--- src/design/usm_pkg.sv ---
package usm_pkg;

  localparam logic [7:0] ADDR_FLAGS    = 8'h0c;
  localparam logic [7:0] ADDR_RCV_CTL  = 8'h18;
  localparam logic [7:0] ADDR_TX_BUF   = 8'h19;
  localparam logic [7:0] ADDR_RX_FIFO  = 8'h1a;
  localparam logic [7:0] ADDR_IRQ_MASK = 8'h8c;
  localparam logic [7:0] ADDR_TX_CTL   = 8'h98;
  localparam logic [7:0] ADDR_RATE     = 8'h99;

  localparam int unsigned TXC_CLK_MASTER  = 7;
  localparam int unsigned TXC_NINTH_EN    = 6;
  localparam int unsigned TXC_TX_EN       = 5;
  localparam int unsigned TXC_SYNC        = 4;
  localparam int unsigned TXC_SHIFT_EMPTY = 1;
  localparam int unsigned TXC_NINTH_BIT   = 0;

  localparam int unsigned RXC_PORT_EN   = 7;
  localparam int unsigned RXC_NINTH_EN  = 6;
  localparam int unsigned RXC_SINGLE    = 5;
  localparam int unsigned RXC_CONT      = 4;
  localparam int unsigned RXC_OVERRUN   = 1;
  localparam int unsigned RXC_NINTH_BIT = 0;

  localparam int unsigned FLG_RX_FULL  = 5;
  localparam int unsigned FLG_TX_EMPTY = 4;

  localparam logic [7:0] TX_CTL_WMASK   = 8'hf5;
  localparam logic [7:0] RX_CTL_WMASK   = 8'hf0;
  localparam logic [7:0] IRQ_MASK_WMASK = 8'hbf;
  localparam logic [7:0] REG_RESET      = 8'h00;

  localparam logic [3:0] WORD_EIGHT = 4'h8;
  localparam logic [3:0] WORD_NINE  = 4'h9;
  localparam logic [1:0] FIFO_DEPTH = 2'h2;

  typedef enum logic [1:0] {
    MODE_IDLE = 2'b00,
    MODE_TX   = 2'b01,
    MODE_RX   = 2'b10
  } usm_mode_e;

  function automatic logic [3:0] usm_word_len(input logic ninth);
    return ninth ? WORD_NINE : WORD_EIGHT;
  endfunction

endpackage

--- src/design/usm_top.sv ---
// Operation
// - Half duplex: receiving inhibits transmission; receive enable takes the line even while transmitting.
// - Clocked mode bit selects synchronous; port enable turns pins into clock and data.
// - Clock source master bit makes the block drive the shift clock itself.
// - Shifter reloads from buffer only after last bit left, and at once.
// - Buffer to shifter move takes one cycle, then buffer empty flag sets.
// - Buffer empty flag ignores irq enable, software cannot clear, write clears it.
// - Shifter empty status is read only, set while shifter empty, no interrupt.
// - Transmit enable arms; first bit leaves on next rising shift clock edge.
// - Transmit data changes on rising edge, stable around the falling edge.
// - Rate generator held in reset while all enables clear; transmit enable starts it.
// - Write with empty shifter passes straight through, allowing gapless back-to-back words.
// - Clearing transmit enable aborts, resets transmitter, releases clock and data pins.
// - Receive enable suspends transmission mid-word, releases data, keeps clock, transmitter not reset.
// - Single receive clears itself after one word; transmit then resumes at once.
// - Ninth transmit enable picks nine-bit words; ninth bit taken at load time.
// - Single or continuous receive enables reception; data sampled on falling edge.
// - Single receives one word, continuous keeps going, continuous takes precedence.
// - Finished word moves into FIFO if room, then receive full flag sets.
// - Receive full flag read only, cleared when FIFO read empty.
// - Two words held; third finding FIFO full sets overrun and is discarded.
// - Overrun blocks FIFO transfers; cleared only by clearing continuous receive.
// - Ninth receive bit travels with each word; FIFO read advances it.
`timescale 1ns/1ps
module usm_top
  import usm_pkg::*;
#(
  parameter int unsigned RATE_PRESCALE = 4
) (
  input  wire logic       i_clk,
  input  wire logic       i_rst_b,
  input  wire logic [7:0] i_addr,
  input  wire logic [7:0] i_wdata,
  input  wire logic       i_wr,
  input  wire logic       i_rd,
  output logic      [7:0] o_rdata,
  output logic            o_sclk,
  output logic            o_sclk_oe,
  input  wire logic       i_sdat,
  output logic            o_sdat,
  output logic            o_sdat_oe
);

  localparam int CNT_W = $clog2(256 * RATE_PRESCALE);

  if (RATE_PRESCALE < 3) begin : g_check
    $error("RATE_PRESCALE must be at least 3 to cover the input synchroniser");
  end

  if (CNT_W > 31) begin : g_check_width
    $error("RATE_PRESCALE too large for the rate counter arithmetic");
  end

  function automatic logic [CNT_W-1:0] rate_reload(input logic [7:0] div);
    return CNT_W'((32'(div) + 32'd1) * RATE_PRESCALE - 32'd1);
  endfunction

  function automatic logic reg_hit(input logic stb, input logic [7:0] a, input logic [7:0] k);
    return stb && (a == k);
  endfunction

  logic [7:0]       tx_ctl_r,   tx_ctl_nxt;
  logic [7:0]       rx_ctl_r,   rx_ctl_nxt;
  logic [7:0]       mask_r,     mask_nxt;
  logic [7:0]       rate_r,     rate_nxt;
  logic [7:0]       txbuf_r,    txbuf_nxt;
  logic             full_r,     full_nxt;
  logic             transmit_buffer_empty_flag_r,     transmit_buffer_empty_flag_nxt;
  logic             transmit_enable_d_r,   transmit_enable_d_nxt;
  logic [8:0]       tsr_r,      tsr_nxt;
  logic [3:0]       left_r,     left_nxt;
  logic [8:0]       rsr_r,      rsr_nxt;
  logic [3:0]       rcnt_r,     rcnt_nxt;
  logic             overrun_error_r,     overrun_error_nxt;
  logic [8:0]       fifo_r      [2];
  logic [8:0]       fifo_nxt    [2];
  logic             rdp_r,      rdp_nxt;
  logic [1:0]       fcnt_r,     fcnt_nxt;
  logic [CNT_W-1:0] brg_r,      brg_nxt;
  logic             sclk_r,     sclk_nxt;
  logic             sdat_r,     sdat_nxt;
  logic             sdat_s1_r;
  logic             sdat_s2_r;
  usm_mode_e        mode_r,     mode_nxt;
  logic [7:0]       rdata_r,    rdata_nxt;

  logic             transmit_enable;
  logic             rx_en;
  logic             brg_run;
  logic             tick;
  logic             rise;
  logic             fall;
  logic             link_on;
  logic             load;
  logic             pop;
  logic             room;
  logic             wr_tx_buf;
  logic [8:0]       word_in;
  logic [8:0]       head;
  logic [3:0]       rx_len;

  always_comb begin
    tx_ctl_nxt = tx_ctl_r;
    rx_ctl_nxt = rx_ctl_r;
    mask_nxt   = mask_r;
    rate_nxt   = rate_r;
    txbuf_nxt  = txbuf_r;
    full_nxt   = full_r;
    transmit_buffer_empty_flag_nxt   = transmit_buffer_empty_flag_r;
    tsr_nxt    = tsr_r;
    left_nxt   = left_r;
    rsr_nxt    = rsr_r;
    rcnt_nxt   = rcnt_r;
    overrun_error_nxt   = overrun_error_r;
    fifo_nxt   = fifo_r;
    rdp_nxt    = rdp_r;
    fcnt_nxt   = fcnt_r;
    sdat_nxt   = sdat_r;
    rdata_nxt  = REG_RESET;
    word_in    = rsr_r;

    transmit_enable_d_nxt = transmit_enable;
    head       = fifo_r[rdp_r];
    rx_len     = usm_word_len(rx_ctl_r[RXC_NINTH_EN]);
    wr_tx_buf  = reg_hit(i_wr, i_addr, ADDR_TX_BUF);
    pop        = reg_hit(i_rd, i_addr, ADDR_RX_FIFO) && (fcnt_r != 2'h0);
    room       = (fcnt_r < FIFO_DEPTH) || pop;

    // Register writes.
    if (i_wr) begin
      case (i_addr)
        ADDR_TX_CTL: begin
          tx_ctl_nxt = (i_wdata & TX_CTL_WMASK) | (tx_ctl_r & ~TX_CTL_WMASK);
        end
        ADDR_RCV_CTL: begin
          rx_ctl_nxt = (i_wdata & RX_CTL_WMASK) | (rx_ctl_r & ~RX_CTL_WMASK);
          if (!i_wdata[RXC_CONT]) begin
            overrun_error_nxt = 1'b0;
          end
        end
        ADDR_IRQ_MASK: begin
          mask_nxt = i_wdata & IRQ_MASK_WMASK;
        end
        ADDR_RATE: begin
          rate_nxt = i_wdata;
        end
        default: begin
        end
      endcase
    end

    // Transmit buffer and shifter.
    load = transmit_enable && !rx_en && (left_r == 4'h0) && full_r;
    if (load) begin
      tsr_nxt  = {tx_ctl_r[TXC_NINTH_BIT], txbuf_r};
      left_nxt = usm_word_len(tx_ctl_r[TXC_NINTH_EN]);
      full_nxt = 1'b0;
    end
    if (wr_tx_buf) begin
      txbuf_nxt = i_wdata;
      full_nxt  = 1'b1;
    end
    if (wr_tx_buf) begin
      transmit_buffer_empty_flag_nxt = 1'b0;
    end else if (load) begin
      transmit_buffer_empty_flag_nxt = 1'b1;
    end else if (transmit_enable && !transmit_enable_d_r && !full_r) begin
      transmit_buffer_empty_flag_nxt = 1'b1;
    end
    if ((mode_r == MODE_TX) && rise && (left_r != 4'h0)) begin
      sdat_nxt = tsr_r[0];
      tsr_nxt  = {1'b0, tsr_r[8:1]};
      left_nxt = left_r - 4'h1;
    end
    if (!transmit_enable) begin
      left_nxt = 4'h0;
    end

    // Receive shifter, FIFO and overrun.
    if (!rx_en) begin
      rcnt_nxt = 4'h0;
      rsr_nxt  = 9'h000;
    end else if ((mode_r == MODE_RX) && fall) begin
      word_in[rcnt_r] = sdat_s2_r;
      if (!rx_ctl_r[RXC_NINTH_EN]) begin
        word_in[8] = 1'b0;
      end
      if (rcnt_r == rx_len - 4'h1) begin
        rcnt_nxt = 4'h0;
        rsr_nxt  = 9'h000;
        if (!overrun_error_r) begin
          if (room) begin
            fifo_nxt[rdp_r ^ fcnt_r[0]] = word_in;
          end else begin
            overrun_error_nxt = 1'b1;
          end
        end
        if (!rx_ctl_r[RXC_CONT]) begin
          rx_ctl_nxt[RXC_SINGLE] = 1'b0;
        end
      end else begin
        rsr_nxt  = word_in;
        rcnt_nxt = rcnt_r + 4'h1;
      end
    end
    fcnt_nxt = fcnt_r + {1'b0, (mode_r == MODE_RX) && fall && rx_en && (rcnt_r == rx_len - 4'h1)
                          && !overrun_error_r && room} - {1'b0, pop};
    rdp_nxt = rdp_r ^ pop;

    // Register reads, answered in the following cycle.
    if (i_rd) begin
      case (i_addr)
        ADDR_FLAGS: begin
          rdata_nxt[FLG_RX_FULL]  = (fcnt_r != 2'h0);
          rdata_nxt[FLG_TX_EMPTY] = transmit_buffer_empty_flag_r;
        end
        ADDR_RCV_CTL: begin
          rdata_nxt                = rx_ctl_r & RX_CTL_WMASK;
          rdata_nxt[RXC_OVERRUN]   = overrun_error_r;
          rdata_nxt[RXC_NINTH_BIT] = head[8];
        end
        ADDR_TX_BUF: begin
          rdata_nxt = txbuf_r;
        end
        ADDR_RX_FIFO: begin
          rdata_nxt = head[7:0];
        end
        ADDR_IRQ_MASK: begin
          rdata_nxt = mask_r;
        end
        ADDR_TX_CTL: begin
          rdata_nxt                  = tx_ctl_r & TX_CTL_WMASK;
          rdata_nxt[TXC_SHIFT_EMPTY] = (left_r == 4'h0);
        end
        ADDR_RATE: begin
          rdata_nxt = rate_r;
        end
        default: begin
          rdata_nxt = REG_RESET;
        end
      endcase
    end
  end

  assign transmit_enable  = tx_ctl_r[TXC_TX_EN];
  assign rx_en = rx_ctl_r[RXC_SINGLE] | rx_ctl_r[RXC_CONT];

  always_comb begin
    // Rate generator, stopped and held at its reload value with every enable off.
    brg_nxt  = brg_r;
    sclk_nxt = sclk_r;
    brg_run  = transmit_enable | rx_en;
    tick     = brg_run && (brg_r == '0);
    rise     = tick && !sclk_r;
    fall     = tick && sclk_r;
    if (!brg_run) begin
      brg_nxt  = rate_reload(rate_r);
      sclk_nxt = 1'b0;
    end else if (tick) begin
      brg_nxt  = rate_reload(rate_r);
      sclk_nxt = ~sclk_r;
    end else begin
      brg_nxt = brg_r - CNT_W'(1);
    end
  end

  always_comb begin
    // Line ownership of the two pins.
    mode_nxt = mode_r;
    link_on  = rx_ctl_r[RXC_PORT_EN] && tx_ctl_r[TXC_SYNC]
               && tx_ctl_r[TXC_CLK_MASTER];
    if (!link_on) begin
      mode_nxt = MODE_IDLE;
    end else if (rx_en) begin
      mode_nxt = MODE_RX;
    end else if (transmit_enable) begin
      mode_nxt = MODE_TX;
    end else begin
      mode_nxt = MODE_IDLE;
    end
  end

  always_ff @(posedge i_clk or negedge i_rst_b) begin
    if (!i_rst_b) begin
      tx_ctl_r <= REG_RESET;
      rx_ctl_r <= REG_RESET;
      mask_r   <= REG_RESET;
      rate_r   <= REG_RESET;
    end else begin
      tx_ctl_r <= tx_ctl_nxt;
      rx_ctl_r <= rx_ctl_nxt;
      mask_r   <= mask_nxt;
      rate_r   <= rate_nxt;
    end
  end

  always_ff @(posedge i_clk or negedge i_rst_b) begin
    if (!i_rst_b) begin
      txbuf_r  <= REG_RESET;
      full_r   <= 1'b0;
      transmit_buffer_empty_flag_r   <= 1'b0;
      transmit_enable_d_r <= 1'b0;
      tsr_r    <= 9'h000;
      left_r   <= 4'h0;
      sdat_r   <= 1'b0;
    end else begin
      txbuf_r  <= txbuf_nxt;
      full_r   <= full_nxt;
      transmit_buffer_empty_flag_r   <= transmit_buffer_empty_flag_nxt;
      transmit_enable_d_r <= transmit_enable_d_nxt;
      tsr_r    <= tsr_nxt;
      left_r   <= left_nxt;
      sdat_r   <= sdat_nxt;
    end
  end

  always_ff @(posedge i_clk or negedge i_rst_b) begin
    if (!i_rst_b) begin
      rsr_r  <= 9'h000;
      rcnt_r <= 4'h0;
      overrun_error_r <= 1'b0;
    end else begin
      rsr_r  <= rsr_nxt;
      rcnt_r <= rcnt_nxt;
      overrun_error_r <= overrun_error_nxt;
    end
  end

  always_ff @(posedge i_clk or negedge i_rst_b) begin
    if (!i_rst_b) begin
      fifo_r[0] <= 9'h000;
      fifo_r[1] <= 9'h000;
      rdp_r     <= 1'b0;
      fcnt_r    <= 2'h0;
    end else begin
      fifo_r    <= fifo_nxt;
      rdp_r     <= rdp_nxt;
      fcnt_r    <= fcnt_nxt;
    end
  end

  always_ff @(posedge i_clk or negedge i_rst_b) begin
    if (!i_rst_b) begin
      brg_r  <= '0;
      sclk_r <= 1'b0;
    end else begin
      brg_r  <= brg_nxt;
      sclk_r <= sclk_nxt;
    end
  end

  always_ff @(posedge i_clk or negedge i_rst_b) begin
    if (!i_rst_b) begin
      sdat_s1_r <= 1'b0;
      sdat_s2_r <= 1'b0;
    end else begin
      sdat_s1_r <= i_sdat;
      sdat_s2_r <= sdat_s1_r;
    end
  end

  always_ff @(posedge i_clk or negedge i_rst_b) begin
    if (!i_rst_b) begin
      mode_r  <= MODE_IDLE;
      rdata_r <= REG_RESET;
    end else begin
      mode_r  <= mode_nxt;
      rdata_r <= rdata_nxt;
    end
  end

  assign o_rdata   = rdata_r;
  assign o_sclk    = sclk_r;
  assign o_sclk_oe = (mode_r != MODE_IDLE);
  assign o_sdat    = sdat_r;
  assign o_sdat_oe = (mode_r == MODE_TX);

endmodule

--- config.mk ---
export PLATFORM = sky130hd
export DESIGN_NAME = usm_top
export DESIGN_NICKNAME = d
export VERILOG_FILES = /design/src/design/usm_pkg.sv /design/src/design/usm_top.sv
export SDC_FILE = /design/constraint.sdc
export NUM_CORES = 1
export LEC_CHECK = 0
export BUFFER_PORTS_ARGS = -buffer_cell sky130_fd_sc_hd__buf_2
export CORE_ASPECT_RATIO = 1.1
export CORE_MARGIN = 2
export CORE_UTILIZATION = 57
export CTS_BUF_LIST = sky130_fd_sc_hd__clkbuf_2 sky130_fd_sc_hd__clkbuf_4 sky130_fd_sc_hd__clkbuf_8
export DETAILED_ROUTE_END_ITERATION = 10
export GPL_TIMING_DRIVEN = 1
export PLACE_DENSITY = 0.78
export SLEW_MARGIN = 5
export SYNTH_ARGS = -nofsm -noshare
export SYNTH_HDL_FRONTEND = slang
export SYNTH_SLANG_ARGS = --single-unit
export TNS_END_PERCENT = 20
--- constraint.sdc ---
create_clock -name i_clk -period 2.5 [get_ports i_clk]
set_input_delay 0.25 -clock i_clk [delete_from_list [all_inputs] [get_ports i_clk]]
set_output_delay 0.25 -clock i_clk [all_outputs]
set_load 0.01 [all_outputs]
# Word level (Yosys, flattened, before mapping)
# Cells that the tools add are included.
[totals]
ff_bits = 114
inputBits = 21
out_inout_bits = 12
wordCells = 158
[op_classes]
n_addsub = 8
magnitude_cmp = 6
eq_ne = 13
muxes = 55
bitwise = 10
n_reduce_logical = 41
[ops]
columns = ["operator", "n"]
rows = [
  ["$mux 9", 9],
  ["$mux 1", 26],
  ["$eq 8x5->1 const B", 3],
  ["$eq 8x8->1 const B", 3],
  ["$mux 4", 6],
  ["$pmux 4 s6", 1],
  ["$logic_and 1x1->1", 22],
  ["$mux 10", 2],
  ["$sub 10x1->10 const B", 2],
  ["$bwmux 18", 1],
  ["$or 8x4->8", 2],
  ["$pmux 2 s7", 1],
  ["$mux 6", 2],
  ["$pmux 2 s6", 1],
  ["$logic_not 10->1", 1],
  ["$bwmux 9", 1],
  ["$demux 9 s1", 1],
  ["$add 8x1->8 const B", 1],
  ["$eq 8x4->1 const B", 1],
  ["$mux 8", 1],
  ["$reduce_and 2->1", 4],
  ["$reduce_bool 2->1", 4],
  ["$sub 4x1->4 const B", 2],
  ["$logic_not 1->1", 5],
  ["24 further kinds", 31],
]

# Depth between registers and ports, before layout
[logic_depth]
ltp_word = 11
depth_mapped = 11
ltp_nobuf = 11

# Worst setup path before layout
# No wires, ideal clock.
[synth_timing]
path_type = "register -> register"
startpoint = "register brg_r[0]"
endpoint = "register fifo_r[0] (netlist bit)"
setup_ns = 0.125
arrival_ns = 2.513
t_required_ns = 2.375
slack_ns = -0.138
path_stages_with_launch = 9
n_path_buf = 1
synth_period_minus_slack_ns = 2.638
path_cell_list = "dfrtp_1 inv_1 ha_1 or4b_1 nor4_4 o211ai_2 or4b_1 buf_4 mux2_4"
[synth_between]
elab_chain_cells = 5
[synth_rtl]
columns = ["item", "line_no", "text"]
rows = [
  ["from (decl)", "usm_top.sv:79", "logic [CNT_W-1:0] brg_r, brg_nxt;"],
  ["from (signal assigned)", "usm_top.sv:347", "brg_r <= brg_nxt;"],
  ["$logic_not 10->1", "usm_top.sv:253", "tick = brg_run && (brg_r == '0);"],
  ["$logic_and 1x1->1", "usm_top.sv:253", ""],
  ["$logic_and 1x1->1", "usm_top.sv:255", "fall = tick && sclk_r;"],
  ["$logic_and 1x1->1", "usm_top.sv:183", "end else if ((mode_r == MODE_RX) && fall) begin"],
  ["$reduce_and 5->1 (no source line)", "--", ""],
  ["to (signal assigned)", "usm_top.sv:336", "fifo_r <= fifo_nxt;"],
  ["to (decl)", "usm_top.sv:75", "logic [8:0] fifo_r [2];"],
]
# No other way between the ends.
# A chain may end at the register's enable or synchronous reset.

# Final worst setup path
[layout_timing]
startpoint = "register brg_r[0]"
endpoint = "register fcnt_r[1]"
[layout_between]
elab_chain_cells = 10
[layout_rtl]
columns = ["item", "line_no", "text"]
rows = [
  ["$logic_not 10->1", "usm_top.sv:253", ""],
  ["$logic_and 1x1->1", "usm_top.sv:253", ""],
  ["$logic_and 1x1->1", "usm_top.sv:255", ""],
  ["$logic_and 1x1->1 (3 in a row)", "usm_top.sv:206", "fcnt_nxt = fcnt_r + {1'b0, (mode_r == MODE_RX) && fall && rx_en && (rcnt_r == rx_len - 4'h1)"],
  ["$logic_and 1x1->1 (2 in a row)", "usm_top.sv:207", "&& !overrun_error_r && room} - {1'b0, pop};"],
  ["$add 2x1->2", "usm_top.sv:206", ""],
  ["$sub 2x1->2", "usm_top.sv:207", ""],
  ["via fcnt_nxt[1]", "usm_top.sv:78", "logic [1:0] fcnt_r, fcnt_nxt;"],
  ["to (signal assigned)", "usm_top.sv:338", "fcnt_r <= fcnt_nxt;"],
  ["to (decl)", "usm_top.sv:78", ""],
]
# The timed path passes the listed nets, and every way through them passes these cells.

==> flow_summary.toml <==
[worst_setup_path]
timing.rr.start = "brg_r[0]$_DFF_PN0_"
path_class = "reg2reg"
path_max_fanout = 3
rr_endpoint = "fcnt_r[1]$_DFF_PN0_"
start_kind = "flip-flop"
endpoint_kind = "flip-flop"
r2r_setup_slack_ns = -0.17
required_ns = 2.76
r2r_cells = 11
cp.arrival_ns = 2.93

[hold_path]
hold-path-cell-count = 2
min_from = "i_wdata[3]"
min_path_type = "in2reg"
hold_path_end = "txbuf_r[3]$_DFFE_PN0P_"

[synth]
yosysSeqAreaShare = 0.487
synth-async-reset-ratio = 1.00
yosysTopAreaCell = "dfrtp_1"
yosys_register_bits = 108
synthTopCellsByArea = "dfrtp_1 (49%), mux2_2 (10%), nand2_1 (4.5%)"
synth_edf_count = 0
yosysWarnings = 0
synth-main-ff-cell = "dfrtp_1"
syn_area_mm2 = 0.00555
yosysTopAreaCellShare = 0.487
synth_cell_types = 60
syn_avg_cell_area_um2 = 11.0
syn_inst = 506
syn_nets = 538

[die]
coreArea_mm2 = 0.00940
rows = 37
start_util = 0.590
io_pins = 33
die_w_um = 98.1
die_y_um = 107
dieArea_mm2 = 0.0105

[outcome]
violations = "negative setup slack"
outcome = "finished, violations left"

[pwr]
power_density_mw_per_mm2 = 511
p_switching_mw = 0.895
ir_worst_vdd_mv = 0.394
finalPower_mw = 3.25
p_leak_nw = 3.06
p_comb_frac = 0.106
switching_share = 0.275
seqPwrFrac = 0.574
clock_power_share = 0.321
p_int_mw = 2.36

[timing]
min_period_over_period = 1.07
rsz0062_at_grt = "true"
worst_slack_ns = -0.170
drv_slew = 0
finalWorstPathRequiredPeriod_ns = 2.67
finalSetupViolCount = 18
hold_violations = 0
worst_pin_slew_ns = 0.776
clock_skew_ns = 0.0227
fmax_mhz = 375
fin_tns_setup_ns = -1.84
relSlewSlack = 0.481

[clock_tree]
clkSinkCount = 108
max-clock-path-buffers = 2
cts_max_level = 3
clk_pin_slew_ns = 0.12
numCtsBuffers = 9
cts_tree = "yes"
root_buffer = "clkbuf_8"
clkLatencyLatePin_ns = 0.39

[finish]
multi_input_area_mm2 = 0.00274
final_core_util = 0.677
area_growth_syn_to_layout_pct = 14.7
fillers = 722
fin_area_mm2 = 0.00636
nets = 603
antenna_cells = 0
drive_above_1_share = 0.306
register_area_mm2 = 0.00270

[placed_design]
gp_congestion = 0.913
dp_hpwl_um = 9200
postPlaceCellArea_mm2 = 0.00606
port_buffers = 32

[drt]
drcViolationCount = 0
wl_per_cell_um = 17.9
first_pass_iters = 5
wirelength_um = 12400
vias = 4063
drt_iter0_markers = 250
ant_nets = 0
via_per_inst = 5.86

[grt]
grt_use_total = 0.248
grt.overflow.total = 0
grt_pass1_wl_um = 20800
antenna_found_initial = 0
grt_pass1_vias = 4220
grt_max_degree = 61

[flow_run]
maxCapViolations = 0
routing by layer:
layer | wire [um] | up-vias | global-route usage
li1 | - | 1930 | -
met1 | 5370 | 2033 | 0.312
met2 | 6370 | 82 | 0.441
met3 | 415 | 18 | 0.0455
met4 | 233 | 0 | 0.0665
met5 | 0 | - | 0
power by group through the flow:
stage | combinational (mW) | clock [mW] | sequential (mW)
floorplan | 0.179 | 0 | 1.88
global placement | 0.322 | 0 | 1.89
detailed placement | 0.333 | 0 | 1.90
CTS | 0.344 | 1.06 | 1.87
global route | 0.381 | 1.12 | 1.88
finish | 0.344 | 1.04 | 1.87
final cells by class:
class / instances / share of cell area
tap: 117 / 0.0230
clock buffer: 9 / 0.0195
clock inverter: 7 / 0.0118
inverter: 19 / 0.0112
sequential: 108 / 0.425
multi-input combinational: 359 / 0.430
timing repair buffer: 74 / 0.0796
synth_stat cells, types with 2 or more instances:
library cell,instances
nor4bb_1,2
ha_1,11
clkbuf_1,16
xnor2_1,13
nor4_1,3
nand2_1,66
a22oi_1,11
or3b_2,3
nor4b_1,2
xor2_1,7
nand3_1,10
mux2i_1,16
o21ai_0,25
nand3b_1,4
or4b_1,2
mux2_2,50
nor2b_1,9
a21oi_1,10
inv_1,19
o221ai_1,3
o22a_1,2
dfrtp_1,108
mux2_4,16
o22ai_1,5
buf_1,2
mux4_2,2
nand4_1,7
a22o_1,2
a21o_1,2
or2_2,3
or4_1,3
and3_1,2
nor3b_1,3
nor2_1,24
and2_1,7
a21boi_0,2
nor3_1,11
metrics by stage:
stage               worst slack (ns)  hold slack, ns  cells
finish                        -0.170           0.117    693
global route                  -0.264           0.118    693
CTS                           -0.179           0.115    693
detailed placement            -0.172           0.178    671
global placement              -0.109           0.176    671
floorplan                    -0.0925         -0.0456    506
repair_timing:
| action | 4_1_cts | 5_1_grt |
|---|---|---|
| endpoints found under the setup margin | 21 | 34 |
| hold buffers | 2 | 0 |
| pin swaps | 6 | 4 |
| endpoints found under the hold margin | 23 | 0 |
| resized for setup | 14 | 3 |
| gates cloned | 1 | 0 |
| buffers inserted | 3 | 0 |
how the worst max path moves through the flow:
stage | startpoint | endpoint
floorplan | brg_r[0]$_DFF_PN0_ | fifo_r[10]$_DFFE_PN0P_
global placement | brg_r[0]$_DFF_PN0_ | fcnt_r[1]$_DFF_PN0_
detailed placement | brg_r[0]$_DFF_PN0_ | fcnt_r[1]$_DFF_PN0_
CTS | brg_r[0]$_DFF_PN0_ | fcnt_r[1]$_DFF_PN0_
global route | brg_r[1]$_DFF_PN0_ | fcnt_r[1]$_DFF_PN0_
finish | brg_r[0]$_DFF_PN0_ | fcnt_r[1]$_DFF_PN0_
logic make-up (layout without fill, tap and decap cells):
| family | Yosys count | in the layout | share of synthesized area |
|---|---|---|---|
| fa+ha+maj | 11 | 11 | 0.0248 |
| flops | 108 | 108 | 0.487 |
| simple gates | 170 | 170 | 0.159 |
| mux | 84 | 84 | 0.182 |
| compound gates | 74 | 74 | 0.0870 |
| buf+inv | 39 | 109 | 0.0284 |
| xor+xnor | 20 | 20 | 0.0316 |
layout by cell type, fill, tap and decap left out, drive strengths merged, types with 3 or more instances in the layout:
master and instances:
dfrtp 108, buf 72, nand2 66, mux2 66
o21ai 25, nor2 24, inv 22, mux2i 16
xnor2 13, nor3 11, a22oi 11, ha 11
nand3 10, a21oi 10, nor2b 9, clkbuf 9
and2 8, xor2 7, nand4 7, o22ai 5
nand3b 4, or3b 4, or4 4, nor4 4
or2 3, nor3b 3, o221ai 3, a21boi 3
clkinv 3
registers in the layout, indices dropped and copies added (netlist names), 2 cells and up:
register  flops
tx_ctl_r      6
fifo_r       18
txbuf_r       8
rsr_r         9
mode_r        2
rate_r        8
fcnt_r        2
rcnt_r        4
brg_r        10
left_r        4
mask_r        7
o_rdata       8
rx_ctl_r      4
tsr_r         9
critical path, stage by stage (launching register included):
cell and delay (ns):
dfrtp_1 0.41, inv_2 0.09, ha_4 0.12, or4b_4 0.49
or4_4 0.51, nor2_2 0.10, nand3_1 0.08, ha_1 0.30
inv_2 0.04, ha_4 0.15, xnor2_2 0.13, xnor2_1 0.13
No activity file was read; power rests on OpenSTA's default activity.
